## src/inc/spare_bit_pkg.sv

```systemverilog
// constants and types shared by the spare-bit buffer block
package spare_bit_pkg;
	// register map: page and offset
	localparam logic [7:0] PAGE_CTRL = 8'h01;
	localparam logic [7:0] PAGE_TX_SPARE = 8'h0E;
	localparam logic [7:0] PAGE_RX_SPARE = 8'h0F;
	localparam logic [4:0] OFF_SPARE_FIRST = 5'h10;
	localparam logic [4:0] OFF_SPARE_LAST = 5'h14;
	localparam logic [4:0] OFF_SPARE_CTRL = 5'h17;
	// field position of the transmit enable in the control register
	localparam int SPARE_TX_EN_BIT = 0;
	// reset values
	localparam logic [7:0] SPARE_BYTE_RST = 8'h00;
	localparam logic SPARE_TX_EN_RST = 1'b0;
	// counts
	localparam int SPARE_BYTES = 5;
	localparam int SPARE_FIRST_POS = 4;
	localparam logic [2:0] SPARE_LAST_SLOT = 3'h7;
	// host access kind
	typedef enum logic [1:0] {
		ACC_IDLE = 2'b00,
		ACC_READ = 2'b01,
		ACC_WRITE = 2'b10
	} acc_kind_t;
endpackage : spare_bit_pkg

```

## src/spare_bit_slot_counter.sv

```systemverilog
// counts odd frames into the eight-frame sequence of spare bits
`timescale 1ns/1ps
module spare_bit_slot_counter
	import spare_bit_pkg::*;
(
	// clock and reset
	input wire logic clk_i,
	input wire logic srst_i,
	// frame timing
	input wire logic odd_frame_i,
	input wire logic mf_start_i,
	input wire logic crc4_mf_i,
	// sequence position
	output logic [2:0] slot_o,
	output logic last_o
);
	typedef struct packed {
		logic [2:0] slot;
	} cnt_state_t;
	cnt_state_t s_q, s_d;

	// advance per odd frame; multiframe start pins slot 0 under crc-4
	always_comb begin
		s_d = s_q;
		if (odd_frame_i) begin
			if (crc4_mf_i && mf_start_i) begin
				s_d.slot = 3'h1;
			end else begin
				s_d.slot = s_q.slot + 3'h1;
			end
		end
	end

	always_ff @(posedge clk_i) begin
		if (srst_i) begin
			s_q <= '0;
		end else begin
			s_q <= s_d;
		end
	end

	// slot used by the current odd frame
	assign slot_o = (crc4_mf_i && mf_start_i) ? 3'h0 : s_q.slot;
	assign last_o = (slot_o == SPARE_LAST_SLOT);
endmodule : spare_bit_slot_counter

```

## src/e1_spare_bit_buffers.sv

```systemverilog
// E1 spare bit transmit and receive buffers with paged host access
`timescale 1ns/1ps
// Functional notes
// - five host-writable transmit bytes at page 0EH offsets 10H to 14H
// - transmit bytes inserted only while the transmit enable bit is one
// - with crc-4 alignment byte n goes to bit n+4 of frames 1..15 odd
// - without alignment bits go into eight consecutive odd frames
// - byte index 0..4 maps to spare-bit positions four through eight
// - five host-readable receive bytes at page 0FH offsets 10H to 14H
// - receive byte n captures bit n+4 of the odd frame sequence
module e1_spare_bit_buffers
	import spare_bit_pkg::*;
(
	// clock and reset
	input wire logic clk_i,
	input wire logic srst_i,
	// host register port
	input wire logic [7:0] page_i,
	input wire logic [4:0] addr_i,
	input wire logic rd_i,
	input wire logic wr_i,
	input wire logic [7:0] wdata_i,
	output logic [7:0] rdata_o,
	output logic rvalid_o,
	// framer timing
	input wire logic ts0_odd_i,
	input wire logic mf_start_i,
	input wire logic crc4_mf_i,
	// receive spare bits of the current odd frame, positions 4..8
	input wire logic [4:0] rx_bits_i,
	// transmit spare bits for the current odd frame
	output logic [4:0] tx_bits_o,
	output logic tx_insert_o,
	output logic rx_spare_bit_frame15_o
);
	typedef struct packed {
		logic [SPARE_BYTES-1:0][7:0] tx_buf;
		logic [SPARE_BYTES-1:0][7:0] rx_shift;
		logic [SPARE_BYTES-1:0][7:0] rx_buf;
		logic spare_bit_tx_enable;
		logic [7:0] rdata;
		logic rvalid;
		logic [4:0] tx_bits;
		logic tx_insert;
		logic frame15;
	} state_t;
	state_t s_q, s_d;

	logic [2:0] slot;
	logic last;
	acc_kind_t acc;

	// true when the offset falls in the spare byte range
	function automatic logic in_spare(input logic [4:0] a);
		return (a >= OFF_SPARE_FIRST) && (a <= OFF_SPARE_LAST);
	endfunction : in_spare

	function automatic logic [2:0] spare_idx(input logic [4:0] a);
		return 3'(a - OFF_SPARE_FIRST);
	endfunction : spare_idx

	spare_bit_slot_counter u_slot (
		.clk_i(clk_i),
		.srst_i(srst_i),
		.odd_frame_i(ts0_odd_i),
		.mf_start_i(mf_start_i),
		.crc4_mf_i(crc4_mf_i),
		.slot_o(slot),
		.last_o(last)
	);

	assign acc = wr_i ? ACC_WRITE : (rd_i ? ACC_READ : ACC_IDLE);

	// next state for host access and frame processing
	always_comb begin
		s_d = s_q;
		s_d.rvalid = 1'b0;
		s_d.tx_insert = 1'b0;
		unique case (acc)
			ACC_WRITE: begin
				if (page_i == PAGE_TX_SPARE && in_spare(addr_i)) begin
					s_d.tx_buf[spare_idx(addr_i)] = wdata_i;
				end
				if (page_i == PAGE_CTRL && addr_i == OFF_SPARE_CTRL) begin
					s_d.spare_bit_tx_enable = wdata_i[SPARE_TX_EN_BIT];
				end
			end
			ACC_READ: begin
				s_d.rvalid = 1'b1;
				s_d.rdata = 8'h00;
				if (page_i == PAGE_TX_SPARE && in_spare(addr_i)) begin
					s_d.rdata = s_q.tx_buf[spare_idx(addr_i)];
				end
				if (page_i == PAGE_RX_SPARE && in_spare(addr_i)) begin
					s_d.rdata = s_q.rx_buf[spare_idx(addr_i)];
				end
				if (page_i == PAGE_CTRL && addr_i == OFF_SPARE_CTRL) begin
					s_d.rdata = {7'h00, s_q.spare_bit_tx_enable};
				end
			end
			ACC_IDLE: begin
			end
			default: begin
			end
		endcase
		if (ts0_odd_i) begin
			for (int n = 0; n < SPARE_BYTES; n++) begin
				// slot 0 takes msb, slot 7 the lsb
				s_d.tx_bits[n] = s_q.tx_buf[n][SPARE_LAST_SLOT - slot];
				s_d.rx_shift[n] = {s_q.rx_shift[n][6:0], rx_bits_i[n]};
			end
			s_d.tx_insert = s_q.spare_bit_tx_enable;
			if (last) begin
				for (int n = 0; n < SPARE_BYTES; n++) begin
					s_d.rx_buf[n] = {s_q.rx_shift[n][6:0], rx_bits_i[n]};
				end
				s_d.frame15 = rx_bits_i[0];
			end
		end
	end

	// state register
	always_ff @(posedge clk_i) begin
		if (srst_i) begin
			s_q <= '0;
		end else begin
			s_q <= s_d;
		end
	end

	assign rdata_o = s_q.rdata;
	assign rvalid_o = s_q.rvalid;
	assign tx_bits_o = s_q.tx_bits;
	assign tx_insert_o = s_q.tx_insert;
	assign rx_spare_bit_frame15_o = s_q.frame15;
endmodule : e1_spare_bit_buffers

```

## config.mk

```make
export PLATFORM = sky130hd
export DESIGN_NAME = e1_spare_bit_buffers
export DESIGN_NICKNAME = d
export VERILOG_FILES = /design/src/inc/spare_bit_pkg.sv /design/src/spare_bit_slot_counter.sv /design/src/e1_spare_bit_buffers.sv
export SDC_FILE = /design/constraint.sdc
export NUM_CORES = 1
export LEC_CHECK = 0
export BUFFER_PORTS_ARGS = -buffer_cell sky130_fd_sc_hd__buf_2
export CAP_MARGIN = 20
export CORE_UTILIZATION = 45
export DETAILED_ROUTE_END_ITERATION = 7
export PLACE_DENSITY = 0.65
export SYNTH_ARGS = -nofsm -noshare
export SYNTH_HDL_FRONTEND = slang
export SYNTH_SLANG_ARGS = --single-unit
```

## constraint.sdc

```tcl
create_clock -name clk_i -period 1.7 [get_ports clk_i]
set_input_delay 0.085 -clock clk_i [delete_from_list [all_inputs] [get_ports clk_i]]
set_output_delay 0.085 -clock clk_i [all_outputs]
set_load 0.01 [all_outputs]
```

# ---- Word level (Yosys, flattened, before mapping)
# Cells that the tools add are included.
dict set report totals {
  output_inout_bits 16
  in_bits 33
  elab_cells 73
  register_bits 135
}
dict set report op_classes {
  add_sub_neg 3
  eq_ne 7
  muxes 25
  n_bitwise 1
  n_reduce_logical 10
  order_cmp 5
}
# op count
set ops {}
lappend ops {{binary-select mux 8 bit (select 3 bit)} 2}
lappend ops {{two-way mux 8 bit} 6}
lappend ops {{bitwise mux 40 bit} 1}
lappend ops {{demux 8 bit (select 3 bit)} 1}
lappend ops {{equality test 8 x 4 -> 1 bit (second input constant)} 2}
lappend ops {{binary-select mux 1 bit (select 3 bit)} 5}
lappend ops {{equality test 8 x 1 -> 1 bit (second input constant)} 1}
lappend ops {{< comparator 3 x 4 -> 1 bit (second input constant)} 2}
lappend ops {{two-way mux 1 bit} 7}
lappend ops {{logical AND 1 bit} 6}
lappend ops {{two-way mux 3 bit} 2}
lappend ops {{AND reduction 2 bit} 3}
lappend ops {{equality test 5 bit (second input constant)} 1}
lappend ops {{>= comparator 5 bit (second input constant)} 1}
lappend ops {{less-or-equal comparator 5 bit (second input constant)} 1}
lappend ops {{adder 3 x 1 -> 3 bit (second input constant)} 1}
lappend ops {{equality test 3 bit (second input constant)} 1}
lappend ops {{>= comparator 3 x 1 -> 1 bit (second input constant)} 1}
lappend ops {{subtractor 3 x 1 -> 3 bit (second input constant)} 1}
lappend ops {{subtractor 3 bit (first input constant)} 1}
lappend ops {{equality test 2 x 1 -> 1 bit (second input constant)} 1}
lappend ops {{equality test 2 bit (second input constant)} 1}
lappend ops {{two-way mux 2 bit} 1}
lappend ops {{OR reduction 2 bit} 1}
lappend ops {{inverter 1 bit} 1}

# ---- Longest topological paths before layout
# Gate-level depths: netlist of run 1.
dict set report logic_depth {
  ltp_word 6
  ltp_mapped 7
  mapped_depth_nobuf 5
}

# ---- By module
# A second synthesis of run 1 with hierarchy kept.
dict set report hier_totals {
  cells_unflattened 629
  area_unflattened_um2 5938.2
}
# module area_per_inst_um2 seq_area_each_um2 n_inst cells_per_inst
set modules_own_cells {}
lappend modules_own_cells {e1_spare_bit_buffers 5775.5 2622.5 1 610}
lappend modules_own_cells {spare_bit_slot_counter 162.7 60.1 1 19}

# ---- Least setup slack after synthesis of run 1
# OpenSTA, ideal clock, no wires.
dict set report synth_timing {
  path_type {flip-flop to flip-flop}
  from {reg u_slot.s_q[0] (netlist name)}
  to {reg s_q (netlist bit tx_bits_o[3])}
  t_arrival_ns 1.465
  stages_incl_launch_ff 6
  synth_period_minus_slack_ns 1.597
  setup_ns 0.132
  path_slack_ns 0.103
  path_buffers 2
  required_time_ns 1.568
  cell_sequence {dfxtp_1 -> buf_2 -> buf_2 -> mux4_2 -> o211ai_1 -> a21oi_1}
}
dict set report synth_via {
  elab_chain_len 4
}
# element line
set synth_rtl {}
lappend synth_rtl {{from (decl)} spare_bit_slot_counter.sv:20} ;# cnt_state_t s_q, s_d;
lappend synth_rtl {{from (signal assigned)} spare_bit_slot_counter.sv:36} ;# s_q <= '0;
lappend synth_rtl {{from (signal assigned)} spare_bit_slot_counter.sv:38} ;# s_q <= s_d;
lappend synth_rtl {{two-way mux 3 bit} spare_bit_slot_counter.sv:43} ;# assign slot_o = (crc4_mf_i && mf_start_i) ? 3'h0 : s_q.slot;
lappend synth_rtl {{subtractor 3 bit} e1_spare_bit_buffers.sv:109} ;# s_d.tx_bits[n] = s_q.tx_buf[n][SPARE_LAST_SLOT - slot];
lappend synth_rtl {{binary-select mux 1 bit (select 3 bit)} e1_spare_bit_buffers.sv:109}
lappend synth_rtl {{two-way mux 1 bit (not written as such)} e1_spare_bit_buffers.sv:109}
lappend synth_rtl {{to (signal assigned)} e1_spare_bit_buffers.sv:125} ;# s_q <= '0;
lappend synth_rtl {{to (signal assigned)} e1_spare_bit_buffers.sv:127} ;# s_q <= s_d;
lappend synth_rtl {{to (decl)} e1_spare_bit_buffers.sv:47} ;# state_t s_q, s_d;
# Every way passes these cells. The select of a mux whose other input is x is not followed.
# A chain may end at the register's enable or synchronous reset.

# ---- Final worst setup path of run 1
dict set report layout_timing {
  from {reg u_slot.s_q[0] (netlist name)}
  to {reg s_q (netlist bit tx_bits_o[1])}
}
# Same word-level chain as after synthesis.

==> impl_metrics.csv, run 1 <==
group,metric,value,unit
layout,syn2layout_area_growth,20.2,%
timing,setup_tns,0,ps
timing,report.final.setup_viol,0,
global_route,globalRouteMet3Util,0.0514,
timing,finClkSkew,6.82,ps
pwr,ir_worst_vdd,0.000632,V
layout,layout-drive-gt1-share,0.193,
yosys,ys_ff_latch,134,
drt,drt-initial-drc-count,433,
worst_hold_path,min_path_cells,3,
placement,place_ws,-65.1,ps
critical_path,cp-end-kind,"register",
timing,finalHoldViolations,0,
cts,clkTransAtPathRegs,60,ps
cts,ctsResizeCount,0,
status,status,"finished, final reports clean",
floorplanning,die_h,117,µm
layout,n_antenna_cell,0,
layout,fillers,1177,
floorplanning,rows,41,
timing,period_share,0.940,
layout,nets,714,
critical_path,critPathLaunch,"u_slot.s_q[0]",
timing,fmax,626,MHz
floorplanning,core_area,0.0127,mm²
global_route,grt_pass1_wl,22.9,mm
critical_path,reg2reg_from,"u_slot.s_q[0]",
pwr,p_int,5410,µW
yosys,synth_nets,666,
global_route,grt.busiest_layer,"met2",
cts,cts_made_buffers,17,
pwr,power.leakage,0.00280,µW
layout,final_area,0.00710,mm²
critical_path,ff2ff_setup_slack,100,ps
worst_hold_path,hold_end,"s_q[114]",
yosys,yosysSeqAreaShare,0.454,
timing,rsz0062_at_grt,"no",
pwr,pwr-share-clk,0.487,
critical_path,worstPathRequired,1960,ps
drt,vias_per_cell,5.51,
placement,dpl.hpwl,9.72,mm
floorplanning,fp.dieW,117,µm
yosys,synth-async-reset-ratio,0,
timing,layout_min_cycle_time,1600,ps
critical_path,cp_max_fo,16,
critical_path,crit_arrival,1860,ps
global_route,met1_usage,0.292,
global_route,antenna_found_initial,0,
critical_path,critPathLaunchType,"register",
cts,clock-sinks,134,
timing,final_max_slew_viol_count,0,
global_route,grt_overflow,0,
placement,gp_congestion,0.901,
pwr,pwr-share-seq,0.454,
placement,io_buffers,48,
drt,ant_nets,0,
yosys,synth_cell_types,49,
drt,route.detailed.drc,0,
cts,cts_root_buffer,"clkbuf_16",
floorplanning,start_util,0.464,
critical_path,path_class,"register to register",
cts,clock_latency,410,ps
yosys,synthesis.area,0.00591,mm²
pwr,combPwrFrac,0.059,
pwr,p_sw,1590,µW
yosys,yosysWarnings,0,
global_route,grt_pass1_vias,4360,
critical_path,r2r_cells,4,
timing,relSlewSlack,0.455,
cts,clockBufferDepth,2,
drt,firstDrtPassIters,5,
pwr,cellPowerDensity,986,mW/mm²
timing,worst_pin_slew,817,ps
flow_run,maxCapViolCount,0,
drt,routed_wl,14.3,mm
worst_hold_path,hp-class,"input port to register",
cts,cts_max_level,4,
yosys,ys.flop_type,"dfxtp_1",
critical_path,rr_endpoint,"tx_bits_o[1]",
cts,cts_tree,"done",
pwr,switching_share,0.226,
global_route,grt_max_degree,65,
floorplanning,io_pins,49,
yosys,synth_edf_count,0,
worst_hold_path,holdCritStartpoint,"wdata_i[1]",
yosys,syn_avg_cell_area,9.35,µm²
drt,vias,4767,
timing,timing.hold.ws,32.7,ps
drt,wl_per_cell,16.5,µm
timing,fin_ws,102,ps
global_route,met2_usage,0.359,
global_route,grt_use_total,0.223,
yosys,syn_inst,632,
layout,postLayoutCoreUtil,0.558,
floorplanning,dieArea,0.0136,mm²
placement,dpl_cell_area,0.00641,mm²
-- worst max-delay path by stage --
stage | slack, ps | cells past startpoint | end
finish | 100 | 4 | tx_bits_o[1]
global route | 30 | 5 | rdata_o[0]
CTS | 100 | 5 | rdata_o[0]
detailed placement | -70 | 6 | rdata_o[5]
global placement | -60 | 6 | rdata_o[3]
floorplan | 100 | 5 | tx_bits_o[3]
-- layer usage --
metal,vias to the layer above,share of wire,wire (µm)
li1,2315,-,-
met1,2289,0.46,6570
met2,151,0.47,6750
met3,12,0.054,769
met4,0,0.012,175
met5,-,0,0
-- final cells by class --
class,instances,area (µm²),area share
multi-input combinational,435,2940,0.413
sequential,134,2680,0.378
timing repair buffer,89,696,0.0980
clock buffer,20,457,0.0643
tap,172,215,0.0303
clock inverter,12,104,0.0146
inverter,3,11.3,0.00159
-- worst max-delay path, cell delays in order (launching register included) --
cell and delay (ps):
dfxtp_1 350, buf_12 170, mux4_2 570, o211ai_1 250, a21oi_1 100
-- Yosys cell counts, drive strengths merged, types with 5 or more instances --
cell | n | area (µm²)
dfxtp | 134 | 2680
nand3 | 6 | 40.0
nand2b | 7 | 43.8
buf | 27 | 161
clkbuf | 33 | 125
o21ai | 5 | 28.8
mux2i | 88 | 881
o211ai | 6 | 45.0
o31ai | 9 | 67.6
nor3 | 6 | 41.3
nand2 | 100 | 375
mux4 | 15 | 338
o221ai | 6 | 52.6
a21oi | 58 | 290
nor2 | 82 | 308
a221oi | 11 | 96.3
-- power groups by stage --
stage | logic (µW) | clock network (µW) | registers [µW]
floorplan | 247 | 0 | 3240
CTS | 415 | 3460 | 3180
global placement | 381 | 0 | 3250
finish | 413 | 3410 | 3180
global route | 449 | 3620 | 3180
detailed placement | 390 | 0 | 3250
-- placed cells by master, fill, tap and decap left out, drive strengths merged, types with 3 or more instances in the layout --
cell / count
o211ai: 6
nand2b: 7
a21oi: 58
nor2b: 3
dlygate4sd3: 13
nand2: 100
o221ai: 6
buf: 76
nand3: 6
o21ai: 5
mux4: 15
nor2: 82
nor3: 6
dfxtp: 134
clkinv: 7
a221oi: 11
inv: 4
o31ai: 9
and3: 4
mux2i: 88
clkbuf: 20
clkinvlp: 3
-- metrics by stage --
step,total power (µW),cells
6_report,7000,865
5_1_grt,7250,865
4_1_cts,7060,865
3_5_place_dp,3640,820
3_3_place_gp,3630,820
2_1_floorplan,3490,632
-- state kept, by name, indices dropped and copies added, names as in the netlist --
name / flops
rdata_o: 8
rvalid_o: 1
tx_bits_o: 5
tx_insert_o: 1
s_q: 116
u_slot.s_q: 3
-- cells by family (layout without fill, tap and decap cells) --
family          after synthesis  in the layout  share of synthesized area
simple gates                225            225                      0.175
flops                       134            134                      0.454
compound gates              105            105                      0.111
mux                         104            104                      0.208
buf+inv                      63            124                     0.0504
fa+ha+maj                     1              1                    0.00212
-- what timing repair did --
item / in CTS / in global routing
buffers inserted: 0 / 0
hold buffers: 13 / 0
endpoints found under the hold margin: 33 / 0
Power figures use the tool's default switching activity.
==> inputs of run 2 (changes only) <==
CELL_PAD_IN_SITES_DETAIL_PLACEMENT = 1   (was default)
CELL_PAD_IN_SITES_GLOBAL_PLACEMENT = 1   (was default)
CORE_UTILIZATION = 42   (was 45)
PLACE_DENSITY = default   (was 0.65)
PLACE_DENSITY_LB_ADDON = 0.1   (was default)
==> run 2 against run 1 <==
  * Global-route usage increased by 1.5 points
  * Final area increased by 0.99%
  * Maximum frequency decreased by 2.7%
  * Sequential power about the same
  * Combinational power increased by 2%
  * Critical path depth unchanged
  * Setup slack got worse by 44 ps
  * Final cell count increased by 0.23%
  * Via count about the same
  * Clock-buffer cell count increased by 1
==> impl_metrics.csv, run 2 (same netlist as run 1, synthesis figures left out) <==
group,metric,value,unit
status,status,"finished, final reports clean",
layout,layout_common_cells,"dfxtp_1 (134), nand2_1 (100), mux2i_1 (88)",
layout,fillers,1532,
critical_path,crit_arrival,1930,ps
cts,cts_tree,"done",
global_route,met1_usage,0.308,
cts,clock-sinks,134,
layout,postLayoutCoreUtil,0.531,
drt,vias,4765,
floorplanning,start_util,0.438,
layout,syn2layout_area_growth,21.3,%
timing,layout_min_cycle_time,1640,ps
global_route,antenna_found_initial,0,
placement,io_buffers,48,
global_route,grt_pass1_vias,4857,
cts,cts_max_level,4,
layout,final_common_cell,"dfxtp_1",
placement,place_ws,-115,ps
timing,relSlewSlack,0.485,
timing,setup_tns,0,ps
cts,cts_made_buffers,17,
placement,gp_congestion,0.888,
drt,vias_per_cell,5.50,
floorplanning,die_h,121,µm
timing,rsz0062_at_grt,"no",
floorplanning,io_pins,49,
cts,clkTransAtPathRegs,60,ps
layout,n_antenna_cell,0,
timing,fmax,609,MHz
global_route,met2_usage,0.393,
timing,final_max_slew_viol_count,0,
critical_path,reg2reg_from,"u_slot.s_q[0]",
worst_hold_path,holdCritStartpoint,"wdata_i[1]",
global_route,grt_pass1_wl,26.1,mm
drt,routed_wl,16.4,mm
timing,timing.hold.ws,29.6,ps
critical_path,path_class,"register to register",
critical_path,critPathLaunchType,"register",
timing,period_share,0.966,
floorplanning,fp.dieW,121,µm
pwr,cellPowerDensity,1050,mW/mm²
critical_path,worstPathRequired,1990,ps
timing,worst_pin_slew,773,ps
global_route,grt_max_degree,86,
drt,route.detailed.drc,0,
cts,clockBufferDepth,2,
flow_run,maxCapViolCount,0,
layout,largest_reg_flops,116,
pwr,power,7530,µW
critical_path,cp_max_fo,14,
floorplanning,dieArea,0.0145,mm²
timing,finalHoldViolations,0,
cts,cts_root_buffer,"clkbuf_16",
timing,fin_ws,57.8,ps
drt,wl_per_cell,18.9,µm
global_route,grt.busiest_layer,"met2",
worst_hold_path,hp-class,"input port to register",
floorplanning,rows,42,
critical_path,critPathLaunch,"u_slot.s_q[0]",
placement,dpl.hpwl,11.2,mm
layout,layout-drive-gt1-share,0.192,
layout,nets,712,
cts,clock_latency,420,ps
global_route,globalRouteMet3Util,0.0519,
timing,finClkSkew,5.35,ps
drt,drt-initial-drc-count,356,
global_route,grt_overflow,0,
drt,ant_nets,0,
global_route,grt_use_total,0.239,
critical_path,cp-end-kind,"register",
drt,firstDrtPassIters,4,
pwr,power.leakage,0.00283,µW
layout,top_register,"s_q",
pwr,ir_worst_vdd,0.000653,V
floorplanning,core_area,0.0135,mm²
timing,report.final.setup_viol,0,
==> run 2: cell count changes in the layout (fill, tap and decap cells not counted) <==
cell / previous run / this run
buf_4: 20 / 18
bufinv_16: 1 / 4
clkbuf_1: 1 / 2
clkinv_2: 5 / 2
clkinv_4: 2 / 3
clkinvlp_4: 3 / 1
nor2b_1: 3 / 2
nor2b_2: 0 / 1
or3_1: 1 / 0
or3_4: 0 / 1
==> run 2: path summary, 6_finish.rpt <==
path,endpoint,slack [ps],cells past startpoint
max,tx_bits_o[4],60,4
min,s_q[106],30,3
max reg2reg,tx_bits_o[4],60,4
min reg2reg,s_q[32],450,2
==> run 2: worst max-delay path: stages, from the launching register on <==
cell	delay, ps
dfxtp_1	410
buf_12	180
mux4_2	550
o211ai_1	260
a21oi_1	100
==> run 2: power by group <==
group          switching (µW)  total (µW)  internal (µW)  leakage, µW
sequential               20.8        3180           3160      0.00108
clock                    1390        3930           2540     0.000308
combinational             245         420            175      0.00144
==> run 2: what timing repair did <==
item,4_1_cts,5_1_grt
setup endpoints to repair,0,6
hold endpoints to repair,30,0
resized for setup,0,2
hold buffers,13,0
setup buffers,0,0
==> run 2: stage by stage <==
| step | std cells | area, µm² |
|---|---|---|
| after floorplan | 632 | 5910 |
| after global placement | 822 | 6400 |
| after detailed placement | 822 | 6400 |
| after CTS | 867 | 7160 |
| after global routing | 867 | 7170 |
| final | 867 | 7170 |
==> run 2: area by class of cell <==
type,instances,area [µm²],area share
repair buffers,87,681,0.0949
flip-flops and latches,134,2680,0.374
well taps,176,220,0.0307
inverters,3,11.3,0.00157
multi-input cells,435,2940,0.410
clock buffers,21,460,0.0642
clock inverters,11,173,0.0241
==> run 2: routing by layer <==
layer / wire (µm) / vias up
li1: - / 2304
met1: 7640 / 2337
met2: 7860 / 97
met3: 568 / 27
met4: 315 / 0
met5: 0 / -
==> inputs of run 3 (changes only) <==
CORE_UTILIZATION = 35   (was 42)
==> run 3 against run 2 <==
  * Routed wire length up 0.96%
  * Power up 2.6%
  * Clock power up 4%
  * Clock-buffer cell count down 1
  * Die area up 20%
  * Combinational power up 5%
  * Sequential power about the same
  * Register-to-register slack better by 20 ps
  * Core utilization down 8.9 points
  * Global-route usage down 3.9 points
  * Critical path depth unchanged
  * Critical endpoint is now rdata_o[5]
  * Highest routed layer unchanged
==> impl_metrics.csv, run 3 (same netlist as run 1, synthesis figures left out) <==
group,metric,value,unit
placement,dpl_cell_area,0.00652,mm²
floorplanning,core_area,0.0165,mm²
critical_path,cp-end-kind,"register",
flow_run,maxCapViolCount,0,
floorplanning,start_util,0.358,
layout,layout-drive-gt1-share,0.201,
critical_path,critPathLaunchType,"register",
drt,wl_per_cell,18.0,µm
global_route,grt_max_degree,100,
pwr,pwr-share-clk,0.531,
placement,dpl.hpwl,11.5,mm
floorplanning,fp.dieW,132,µm
timing,layout_min_cycle_time,1620,ps
cts,postCtsSetupRepairBufs,0,
floorplanning,dieArea,0.0174,mm²
cts,cts_root_buffer,"clkbuf_16",
layout,top_register,"s_q",
timing,fmax,617,MHz
worst_hold_path,holdCritStartpoint,"srst_i",
placement,gp_congestion,0.873,
pwr,pwr-share-seq,0.412,
timing,finalHoldViolations,0,
layout,postLayoutCoreUtil,0.442,
layout,syn2layout_area_growth,23.7,%
floorplanning,io_pins,49,
floorplanning,die_h,132,µm
layout,final_common_cell,"dfxtp_1",
global_route,grt_pass1_wl,26.8,mm
cts,cts_max_level,4,
cts,clkTransAtPathRegs,60,ps
timing,finClkSkew,7.85,ps
drt,routed_wl,16.5,mm
cts,clockBufferDepth,2,
worst_hold_path,hp-class,"input port to register",
global_route,antenna_found_initial,0,
critical_path,cp_max_fo,3,
cts,cts_tree,"done",
cts,clock-sinks,134,
critical_path,path_class,"register to register",
timing,fin_ws,80.3,ps
layout,largest_reg_flops,116,
critical_path,crit_arrival,1910,ps
drt,vias,4751,
global_route,grt_overflow,0,
global_route,grt_pass1_vias,4912,
pwr,switching_share,0.219,
pwr,combPwrFrac,0.057,
layout,nets,719,
placement,dp_cells,873,
timing,period_share,0.953,
drt,vias_per_cell,5.18,
placement,place_ws,-131,ps
pwr,p_int,6030,µW
pwr,power.leakage,0.00288,µW
status,status,"finished, final reports clean",
critical_path,critPathLaunch,"s_q[126]",
layout,n_antenna_cell,0,
cts,clock_latency,420,ps
critical_path,worstPathRequired,1990,ps
drt,firstDrtPassIters,4,
cts,cts_made_buffers,17,
layout,final_area,0.00731,mm²
placement,io_buffers,48,
timing,setup_tns,0,ps
floorplanning,rows,47,
drt,ant_nets,0,
pwr,ir_worst_vdd,0.000701,V
drt,drt-initial-drc-count,247,
timing,worst_pin_slew,475,ps
global_route,grt_use_total,0.200,
timing,final_max_slew_viol_count,0,
drt,route.detailed.drc,0,
layout,final_cells,918,
pwr,cellPowerDensity,1060,mW/mm²
pwr,p_sw,1690,µW
timing,report.final.setup_viol,0,
critical_path,reg2reg_from,"s_q[126]",
timing,relSlewSlack,0.684,
timing,rsz0062_at_grt,"no",
layout,layout_common_cells,"dfxtp_1 (134), nand2_1 (100), mux2i_1 (88)",
[run 3: changes by cell type in the layout (fill, tap and decap cells not counted), sizes merged]
cell    change
clkbuf      -1
bufinv      +1
buf         +7
[run 3: power groups by stage]
stage	registers (µW)	logic (µW)	clock network [µW]
6_report	3180	439	4100
5_1_grt	3180	476	4330
4_1_cts	3180	444	4180
3_5_place_dp	3250	419	0
3_3_place_gp	3250	411	0
2_1_floorplan	3240	247	0
[run 3: worst max-delay path: stages (launching register included)]
cell and delay (ps):
dfxtp_1 320, mux4_2 500, a221oi_1 420, buf_4 180
o31ai_1 70
[run 3: final cells by class]
cell class / count / area (µm²)
Tap cell: 220 / 275
Fill cell: 1881 / 9220
Sequential cell: 134 / 2680
Timing Repair Buffer: 94 / 746
Clock buffer: 20 / 457
Multi-Input combinational cell: 435 / 2940
Inverter: 3 / 11.3
Clock inverter: 12 / 199
[run 3: metal layers]
layer	global-route usage	vias to the layer above	wire, µm
li1	-	2319	-
met1	0.266	2344	7880
met2	0.323	66	7820
met3	0.0450	22	577
met4	0.0614	0	259
met5	0	-	0
[run 3: final timing paths]
path | end | slack (ps) | depth (start not counted)
hold / removal | rvalid_o | 8 | 3
setup / recovery | rdata_o[5] | 80 | 4
setup reg to reg | rdata_o[5] | 80 | 4
hold reg to reg | s_q[32] | 450 | 2
[run 3: through the flow]
stage	power, µW	hold slack [ps]
global placement	3660	337
finish	7720	7.87
global route	7990	4.20
floorplan	3490	185
CTS	7810	1.66
detailed placement	3670	350
[run 3: timing repair]
| item | CTS | global route |
|---|---|---|
| endpoints found under the hold margin | 38 | 0 |
| hold buffers | 13 | 0 |
| endpoints found under the setup margin | 0 | 3 |
| gates resized for setup | 0 | 1 |
